## src/hw/dsip_pkg.sv

```systemverilog
// dsip_pkg: constants for the host controller of the dac serial input port
// assumes a 125 MHz system clock; the link clock is made from it by division in dsip_host
package dsip_pkg;
  // word layout
  localparam int WORD_BITS = 16;
  localparam int BYTE_BITS = 8;
  localparam int OVERSAMPLE = 16;
  // system clock and link rates
  localparam int MCLK_HZ = 125000000;
  localparam int SPI_SCK_HZ = 1000000;
  localparam int ASYNC_CLK_HZ = 2400000;
  // half periods in mclk cycles; the typical three-wire half period is rounded down
  localparam int SPI_HALF_MAX = MCLK_HZ / (2 * SPI_SCK_HZ);
  // async rate is a ceiling, so round the half period up and stay below it
  localparam int ASYNC_HALF_MAX = (MCLK_HZ + 2 * ASYNC_CLK_HZ - 1) / (2 * ASYNC_CLK_HZ);
  localparam logic [7:0] SPI_HALF = 8'(SPI_HALF_MAX);
  localparam logic [7:0] ASYNC_HALF = 8'(ASYNC_HALF_MAX);
  // async frame: start + 16 data + stop
  localparam logic [4:0] FRAME_BITS = 5'h12;
  localparam logic [4:0] LAST_SPI_BIT = 5'h0F;
  localparam logic [3:0] LAST_TICK = 4'hF;
endpackage

```

## src/hw/dsip_host.sv

```systemverilog
// dsip_host: host side driver of the dac serial input port
// drives data, clock and latch pins; mode chosen by an input strap level
// the link clock is derived here from mclk, so there is a single domain
`timescale 1ns/1ps
`default_nettype none

// Operation
// (RQ1) async mode leaves the latch pin released high, three-wire mode drives it.
// (RQ2) in async mode the clock out runs at sixteen times the bit rate.
// (RQ3) async clock is near 2.4 MHz for a 150 kbps bit rate.
// (RQ4) data, clock and latch outputs take the roles of mosi, sck and select.
// (RQ5) the three-wire clock idles low, mode 0, at about 1 MHz.
// (RQ6) latch goes low before the first data bit is shifted.
// (RQ7) a word goes out as two bytes of eight pulses, valid on rising edges.
// (RQ8) the upper byte is sent first, then the lower byte.
// (RQ9) latch rises after all sixteen bits to load the word.
// (RQ10) general output, shift clock and serial out map to latch, clock, data.
// (RQ11) the device shifts data on each rising clock edge.
// (RQ12) the clock stays idle while the latch updates the dac.
// (RQ13) async words are framed by a start bit and a stop bit.
// (RQ14) the device passes shifted bits out on its data output for chaining.
// (RQ15) the device samples each async bit at its centre over sixteen clocks.
// (RQ16) the device drops a frame whose stop bit reads low.
module dsip_host (
  // clock and reset
  input wire logic mclk,
  input wire logic rst,
  input wire logic clk_en,
  // user side
  input wire logic async_mode,
  input wire logic wr_req,
  input wire logic [15:0] wr_word,
  output logic busy,
  output logic wr_done,
  // pins to the device, and the chained word read back
  output logic dac_data,
  output logic dac_clk,
  output logic dac_latch,
  output logic dac_latch_oe,
  input wire logic dac_sdo,
  output logic sdo_word_valid,
  output logic [15:0] sdo_word
);

  typedef enum logic [2:0] {S_IDLE, S_SETUP, S_LOW, S_HIGH, S_LATCH} dsip_state_type;

  typedef struct packed {
    dsip_state_type st;
    logic mode;
    logic [15:0] sh;
    logic [15:0] rx;
    logic [4:0] bitn;
    logic [3:0] tick;
    logic [7:0] div;
    logic busy;
    logic done;
    logic data;
    logic clk;
    logic latch;
    logic oe;
    logic sdo_s1;
    logic sdo_s2;
    logic rxv;
  } dsip_regs_type;

  dsip_regs_type r_ff, nxt_r;

  // half period in mclk cycles for the selected mode
  function automatic logic [7:0] half_of(input logic m);
    half_of = m ? dsip_pkg::ASYNC_HALF : dsip_pkg::SPI_HALF;
  endfunction

  // chain capture: take the far end's output bit just before the rising edge
  // shifts it, so the word read back is the one the device held before;
  // in async mode nothing is chained and the capture register holds
  function automatic logic [15:0] chain_in(input logic [15:0] acc, input logic bit_in,
                                           input logic m);
    chain_in = m ? acc : {acc[14:0], bit_in};
  endfunction

  // next state; the divider runs only while a word is in flight so clk idles low
  always_comb begin
    nxt_r = r_ff;
    nxt_r.done = 1'b0;
    nxt_r.rxv = 1'b0;
    nxt_r.sdo_s1 = dac_sdo;
    nxt_r.sdo_s2 = r_ff.sdo_s1;
    case (r_ff.st)
      S_IDLE: begin
        nxt_r.clk = 1'b0;
        nxt_r.data = 1'b1;
        if (wr_req) begin
          nxt_r.mode = async_mode;
          nxt_r.sh = wr_word;
          nxt_r.bitn = 5'h00;
          nxt_r.tick = 4'h0;
          nxt_r.div = half_of(async_mode);
          nxt_r.busy = 1'b1;
          // (RQ1) async releases latch
          nxt_r.oe = ~async_mode;
          // (RQ6) latch low first
          nxt_r.latch = async_mode;
          // (RQ13) start bit low
          nxt_r.data = async_mode ? 1'b0 : wr_word[15];
          nxt_r.st = S_SETUP;
        end
      end
      S_SETUP: begin
        // a full half period of setup before the first rising edge
        if (r_ff.div == 8'h01) begin
          nxt_r.div = half_of(r_ff.mode);
          nxt_r.clk = 1'b1;
          // (RQ14) sample chain before the edge
          nxt_r.rx = chain_in(r_ff.rx, r_ff.sdo_s2, r_ff.mode);
          nxt_r.st = S_HIGH;
        end else begin
          nxt_r.div = r_ff.div - 8'h01;
        end
      end
      S_HIGH: begin
        if (r_ff.div == 8'h01) begin
          nxt_r.div = half_of(r_ff.mode);
          nxt_r.clk = 1'b0;
          nxt_r.st = S_LOW;
          if (!r_ff.mode) begin
            // (RQ7) next bit on falling edge
            nxt_r.sh = {r_ff.sh[14:0], 1'b0};
            nxt_r.data = r_ff.sh[14];
            // (RQ9) sixteen bits then latch
            if (r_ff.bitn == dsip_pkg::LAST_SPI_BIT) begin
              nxt_r.st = S_LATCH;
            end
            nxt_r.bitn = r_ff.bitn + 5'h01;
          end else begin
            // (RQ2) sixteen clocks per bit
            nxt_r.tick = r_ff.tick + 4'h1;
            if (r_ff.tick == dsip_pkg::LAST_TICK) begin
              nxt_r.bitn = r_ff.bitn + 5'h01;
              if (r_ff.bitn == dsip_pkg::FRAME_BITS - 5'h01) begin
                nxt_r.st = S_LATCH;
              end else if (r_ff.bitn == dsip_pkg::FRAME_BITS - 5'h02) begin
                // (RQ13) stop bit high
                nxt_r.data = 1'b1;
              end else begin
                // (RQ8) upper byte first
                nxt_r.data = r_ff.sh[15];
                nxt_r.sh = {r_ff.sh[14:0], 1'b0};
              end
            end
          end
        end else begin
          nxt_r.div = r_ff.div - 8'h01;
        end
      end
      S_LOW: begin
        if (r_ff.div == 8'h01) begin
          nxt_r.div = half_of(r_ff.mode);
          nxt_r.clk = 1'b1;
          // (RQ14) sample chain before the edge
          nxt_r.rx = chain_in(r_ff.rx, r_ff.sdo_s2, r_ff.mode);
          nxt_r.st = S_HIGH;
        end else begin
          nxt_r.div = r_ff.div - 8'h01;
        end
      end
      S_LATCH: begin
        // (RQ12) clock held low here
        nxt_r.clk = 1'b0;
        if (r_ff.div == 8'h01) begin
          // (RQ9) rising latch loads word
          nxt_r.latch = 1'b1;
          nxt_r.data = 1'b1;
          nxt_r.busy = 1'b0;
          nxt_r.done = 1'b1;
          nxt_r.rxv = ~r_ff.mode;
          nxt_r.st = S_IDLE;
        end else begin
          nxt_r.div = r_ff.div - 8'h01;
        end
      end
      default: begin
        nxt_r.st = S_IDLE;
      end
    endcase
  end

  // state register; clk_en freezes everything
  always_ff @(posedge mclk or posedge rst) begin
    if (rst) begin
      r_ff <= '{st: S_IDLE, mode: 1'b0, sh: 16'h0000, rx: 16'h0000, bitn: 5'h00,
                tick: 4'h0, div: 8'h00, busy: 1'b0, done: 1'b0, data: 1'b1,
                clk: 1'b0, latch: 1'b1, oe: 1'b0, sdo_s1: 1'b0, sdo_s2: 1'b0,
                rxv: 1'b0};
    end else if (clk_en) begin
      r_ff <= nxt_r;
    end
  end

  // outputs straight from flip-flops
  assign busy = r_ff.busy;
  assign wr_done = r_ff.done;
  assign dac_data = r_ff.data;
  assign dac_clk = r_ff.clk;
  assign dac_latch = r_ff.latch;
  assign dac_latch_oe = r_ff.oe;
  assign sdo_word_valid = r_ff.rxv;
  assign sdo_word = r_ff.rx;

  // (RQ5) clock idles low
  clk_idle_low_a: assert property (@(posedge mclk) disable iff (rst) // RQ5
    (r_ff.st == S_IDLE) |-> !dac_clk)
    else $error("link clock not low while idle");

  // (RQ6) latch low while shifting
  latch_low_shift_a: assert property (@(posedge mclk) disable iff (rst) // RQ6
    (r_ff.st == S_HIGH && !r_ff.mode) |-> !dac_latch && dac_latch_oe)
    else $error("latch high during three-wire shift");

  // (RQ1) async never drives latch
  async_release_a: assert property (@(posedge mclk) disable iff (rst) // RQ1
    (r_ff.busy && r_ff.mode) |-> !dac_latch_oe)
    else $error("latch driven in async mode");

  // (RQ12) clock low while latching
  latch_clk_quiet_a: assert property (@(posedge mclk) disable iff (rst) // RQ12
    $rose(dac_latch) && dac_latch_oe |-> !dac_clk)
    else $error("clock active at latch edge");

  // (RQ9) done with latch rise
  done_with_latch_a: assert property (@(posedge mclk) disable iff (rst) // RQ9
    wr_done |-> dac_latch && !busy)
    else $error("done without latch high");

  // (RQ7) data stable across rising edge
  data_stable_a: assert property (@(posedge mclk) disable iff (rst) // RQ7
    (clk_en && $rose(dac_clk)) |-> $stable(dac_data))
    else $error("data changed at rising clock");

  // (RQ13) async frame starts with low start bit
  start_bit_a: assert property (@(posedge mclk) disable iff (rst) // RQ13
    (clk_en && r_ff.st == S_SETUP && r_ff.mode) |-> !dac_data)
    else $error("start bit not low");

  // (RQ3) async half period bound
  async_rate_a: assert property (@(posedge mclk) disable iff (rst) // RQ3
    (r_ff.mode && r_ff.st == S_HIGH) |-> r_ff.div <= dsip_pkg::ASYNC_HALF)
    else $error("async half period too long");

  // (RQ13) async frame length
  frame_length_a: assert property (@(posedge mclk) disable iff (rst) // RQ13
    (r_ff.st == S_LATCH && r_ff.mode) |-> r_ff.bitn == dsip_pkg::FRAME_BITS)
    else $error("async frame length wrong");

  // (RQ9) sixteen bits before latch
  spi_length_a: assert property (@(posedge mclk) disable iff (rst) // RQ9
    (r_ff.st == S_LATCH && !r_ff.mode) |-> r_ff.bitn == 5'h10)
    else $error("three-wire word length wrong");

  // (RQ8) upper bit leads the word
  upper_first_a: assert property (@(posedge mclk) disable iff (rst) // RQ8
    (clk_en && r_ff.st == S_IDLE && wr_req && !async_mode) |=>
      dac_data == $past(wr_word[15]))
    else $error("first bit is not the top bit");

  // (RQ14) chained word valid only with done
  sdo_valid_a: assert property (@(posedge mclk) disable iff (rst) // RQ14
    sdo_word_valid |-> wr_done && dac_latch_oe)
    else $error("chain word valid without three-wire done");

  // (RQ13) line idles high between frames
  idle_data_a: assert property (@(posedge mclk) disable iff (rst) // RQ13
    (r_ff.st == S_IDLE) |-> dac_data)
    else $error("data line not high while idle");

  // (RQ7) bit counter stays inside the word
  spi_count_a: assert property (@(posedge mclk) disable iff (rst) // RQ7
    (r_ff.st == S_HIGH && !r_ff.mode) |-> r_ff.bitn <= dsip_pkg::LAST_SPI_BIT)
    else $error("three-wire bit count overrun");

  // (RQ4) three-wire drives the select line
  drive_select_a: assert property (@(posedge mclk) disable iff (rst) // RQ4
    (r_ff.busy && !r_ff.mode) |-> dac_latch_oe)
    else $error("latch released during three-wire word");

  // (RQ5) clock pulses only inside a word
  clk_busy_a: assert property (@(posedge mclk) disable iff (rst) // RQ5
    dac_clk |-> busy)
    else $error("link clock high while not busy");

  // (RQ7) a low enable freezes the pins
  freeze_pins_a: assert property (@(posedge mclk) disable iff (rst) // RQ7
    !clk_en |=> $stable(dac_clk) && $stable(dac_data) && $stable(dac_latch))
    else $error("pins moved while enable low");

  // (RQ13) stop bit held high to the end
  stop_high_a: assert property (@(posedge mclk) disable iff (rst) // RQ13
    (r_ff.busy && r_ff.mode && r_ff.bitn >= dsip_pkg::FRAME_BITS - 5'h01) |-> dac_data)
    else $error("stop bit not high");

endmodule

`default_nettype wire

```

## config.mk

```make
export PLATFORM = sky130hd
export DESIGN_NAME = dsip_host
export DESIGN_NICKNAME = d
export VERILOG_FILES = /design/src/hw/dsip_pkg.sv /design/src/hw/dsip_host.sv
export SDC_FILE = /design/constraint.sdc
export NUM_CORES = 1
export LEC_CHECK = 0
export BUFFER_PORTS_ARGS = -buffer_cell sky130_fd_sc_hd__buf_2
export CAP_MARGIN = 10
export CORE_ASPECT_RATIO = 1.1
export CORE_UTILIZATION = 52
export CTS_BUF_LIST = sky130_fd_sc_hd__clkbuf_16
export CTS_CLUSTER_DIAMETER = 100
export CTS_CLUSTER_SIZE = 24
export DETAILED_ROUTE_END_ITERATION = 10
export HOLD_SLACK_MARGIN = 0.15
export PLACE_DENSITY = 0.81
export SETUP_SLACK_MARGIN = 0.2
export SKIP_CTS_REPAIR_TIMING = 1
export SLEW_MARGIN = 20
export SYNTH_ARGS = -nofsm -noshare
export SYNTH_HDL_FRONTEND = slang
export SYNTH_SLANG_ARGS = --single-unit
```

## constraint.sdc

```tcl
create_clock -name mclk -period 2 [get_ports mclk]
set_input_delay 0.1 -clock mclk [delete_from_list [all_inputs] [get_ports mclk]]
set_output_delay 0.1 -clock mclk [all_outputs]
set_load 0.02 [all_outputs]
```

==> run_results.csv <==
group,metric,value,unit
outcome,status,"complete, but fails checks",
outcome,violations,"setup timing",
clock_network,cts.path.max_buffers,2,
grt,grt_pass1_wl,12400,µm
sta,fin_worst_skew,0.00944,ns
place,gp_congestion,0.948,
worst_hold_path,whs_path_depth,4,
grt,overflow,0,
power_and_ir_drop,power.leakage,0.00209,µW
sta,hold_viol,0,
die,fp-row-count,30,
clock_network,clkTransAtPathRegs,0.05,ns
layout,layout-drive-gt1-share,41.6,%
logic_synthesis,synthCells,335,
die,io_pins,45,
die,coreArea,6270,µm²
worst_hold_path,hold_start,"wr_word[10]",
setup_path,rr_worst_depth,7,
logic_synthesis,synth_top_area_share,43.7,%
power_and_ir_drop,pwr-share-seq,40.5,%
logic_synthesis,syn_area,3430,µm²
grt,grt_pass1_vias,2624,
sta,fin_ws,-0.0424,ns
logic_synthesis,syn_avg_cell_area,10.2,µm²
clock_network,root_buffer,"clkbuf_16",
logic_synthesis,synthDistinctLibCells,57,
routing,vias,2793,
setup_path,arrival,2.26,ns
worst_hold_path,hp-class,"in2reg",
setup_path,critical_path_required,2.22,ns
layout,final_common_cell,"dfrtp_1",
clock_network,insertion_delay,0.34,ns
setup_path,slowest_delay,0.43,ns
die,die_w,79.5,µm
place,preCtsSetupSlack,0.0231,ns
die,initial_core_util,54.8,%
sta,worst_slew_pin_slew,0.649,ns
sta,max-slew-margin-rel,56.7,%
sta,grt_setup_unrepaired,"true",
grt,antenna_found_initial,0,
grt,grtUsageTotal,23.9,%
power_and_ir_drop,switching_power,1430,µW
sta,fin_crit_sh,102,%
die,fp.dieArea,6930,µm²
logic_synthesis,yosysTopAreaCell,"dfrtp_1",
setup_path,worstPathCellList,"nor4_4, nand2_1, a21o_1, nor4_4, buf_4, clkbuf_16, mux2_4",
power_and_ir_drop,p_comb_share,25.2,%
sta,layout_min_cycle_time,2.04,ns
setup_path,cp_common_cell,"nor4_4",
setup_path,start_kind,"flop",
logic_synthesis,synthFlopType,"dfrtp_1",
setup_path,path_buf_inv,2,
setup_path,worst-path-max-fanout,8,
layout,antenna_cells,0,
logic_synthesis,syn_nets,364,
layout,area_delta_synth_final,29.8,%
routing,ant_nets,0,
logic_synthesis,ys_seq_area_share,45.3,%
power_and_ir_drop,swShare,31.4,%
clock_network,cts.sinks,62,
power_and_ir_drop,p_clk_share,34.3,%
clock_network,htreeDepth,3,
logic_synthesis,synth_area_leaders,"dfrtp_1 (44%), mux2_2 (8.5%), o21ai_0 (5.2%)",
setup_path,r2r-start,"r_ff[14]$_DFFE_PP0P_",
die,die-height,87.2,µm
sta,drv_slew,0,
logic_synthesis,synth_edf_count,0,
routing,drc,0,
logic_synthesis,async_flop_share,100,%
routing,wl_per_cell,18.3,µm
logic_synthesis,yosys_warnings,0,
power_and_ir_drop,power-per-cell-area,1020,nW/µm²
layout,final_cells,477,
layout,nFillCells,425,
setup_path,cpMaxStageDelayCell,"dfrtp_1",
setup_path,cp-end-kind,"flop",
power_and_ir_drop,p_int,3130,µW
layout,fin_area,4460,µm²
place,port_buffers,44,
sta,max_freq,0.490,GHz
place,placed_cell_area,3760,µm²
layout,nets,421,
logic_synthesis,synth-seq-cells,62,
setup_path,crit_start,"r_ff[14]$_DFFE_PP0P_",
place,dpl.cell_count,447,
setup_path,cp_top_family,"simple AND/OR/NAND/NOR gates",
routing,viasPerCell,5.86,
power_and_ir_drop,total_power,4560,µW
clock_network,cts_buffers,9,
setup_path,crit_type,"reg2reg",
sta,finalSetupViolCount,16,
routing,drtIter0Drc,241,
power_and_ir_drop,vdd_drop_max,0.836,mV
run,drv_cap,0,
grt,grt_max_degree,35,
clock_network,cts_tree,"done",
place,dpl.hpwl,5160,µm
sta,whs,0.169,ns
setup_path,path_depth,7,
layout,most-common-layout-cells,"dfrtp_1 (55), nand2_1 (47), buf_2 (44)",
routing,drt_pass1_iterations,4,
routing,wirelength,8720,µm
==> Yosys cell counts, types with 3 or more instances <==
master / count
ha_1: 7
and3_1: 3
inv_1: 13
o21ai_0: 36
buf_2: 6
buf_4: 16
a221oi_1: 3
nor2_1: 11
clkbuf_1: 10
mux2_2: 26
nand2_1: 47
nor2b_1: 3
dfrtp_1: 60
a21oi_1: 7
mux2i_1: 3
mux2_1: 10
xor2_1: 4
nand2b_1: 5
nand3_1: 15
==> layout make-up <==
class / instances / area [µm²] / share of cell area [%]
flip-flops and latches: 62 / 1560 / 35.0
inverters: 13 / 48.8 / 1.09
well taps: 80 / 100 / 2.25
multi-input cells: 225 / 1870 / 41.9
clock buffers: 9 / 225 / 5.05
clock inverters: 7 / 73.8 / 1.66
repair buffers: 81 / 583 / 13.1
==> registers in the layout, indices dropped and copies added, names as in the netlist <==
name / flops
r_ff: 38
sdo_word: 16
busy: 1
dac_clk: 1
dac_data: 1
dac_latch: 1
dac_latch_oe: 1
nxt_r: 1
sdo_word_valid: 1
wr_done: 1
==> worst min-delay path, delay by kind of cell <==
kind,cells,cell delay [ns]
AOI/OAI and AO/OA,1,0.12
buffers and inverters,1,0.07
muxes,1,0.13
and+or+nand+nor,1,0.04
==> layer usage <==
metal  share of wire [%]  global-route usage (%)
met1                  40                    28.7
met2                  53                    40.3
met3                 4.4                    4.92
met4                 2.3                    12.1
met5                   0                       0
==> final timing paths <==
kind / end / slack [ns]
worst max-delay path: r_ff[43]$_DFFE_PP0P_ / -0.04
worst min-delay path: r_ff[52]$_DFFE_PP0P_ / 0.17
worst max register to register: r_ff[43]$_DFFE_PP0P_ / -0.04
worst min register to register: dac_latch_oe$_DFFE_PP0P_ / 0.47
max in group asynchronous: r_ff[12]$_DFFE_PP0P_ / 0.98
min in group asynchronous: r_ff[49]$_DFFE_PP0P_ / 0.40
==> power groups by stage <==
stage	clock network, µW	registers (µW)	logic [µW]
global route	1630	1870	1240
global placement	0	1800	828
detailed placement	0	1820	871
CTS	1570	1810	887
finish	1560	1840	1150
floorplan	0	1780	632
==> cell families after synthesis <==
kind of cell,Yosys count,synth area share [%]
adder cells (fa/ha/maj),7,2.55
buffers and inverters,48,7.65
multiplexers,39,12.7
XOR/XNOR,5,1.28
AO/OA/AOI/OAI,69,14.1
flip-flops,62,45.3
AND/OR/NAND/NOR,105,16.5
==> metrics by stage <==
step | utilization [%] | TNS (ns)
2_1_floorplan | - | -0.509
3_3_place_gp | 59.9 | 0
3_5_place_dp | 59.9 | 0
4_1_cts | 64.7 | -0.0934
5_1_grt | 71.1 | -0.914
6_report | 71.1 | -0.437
Note: power is estimated with default switching activity, not from simulation.
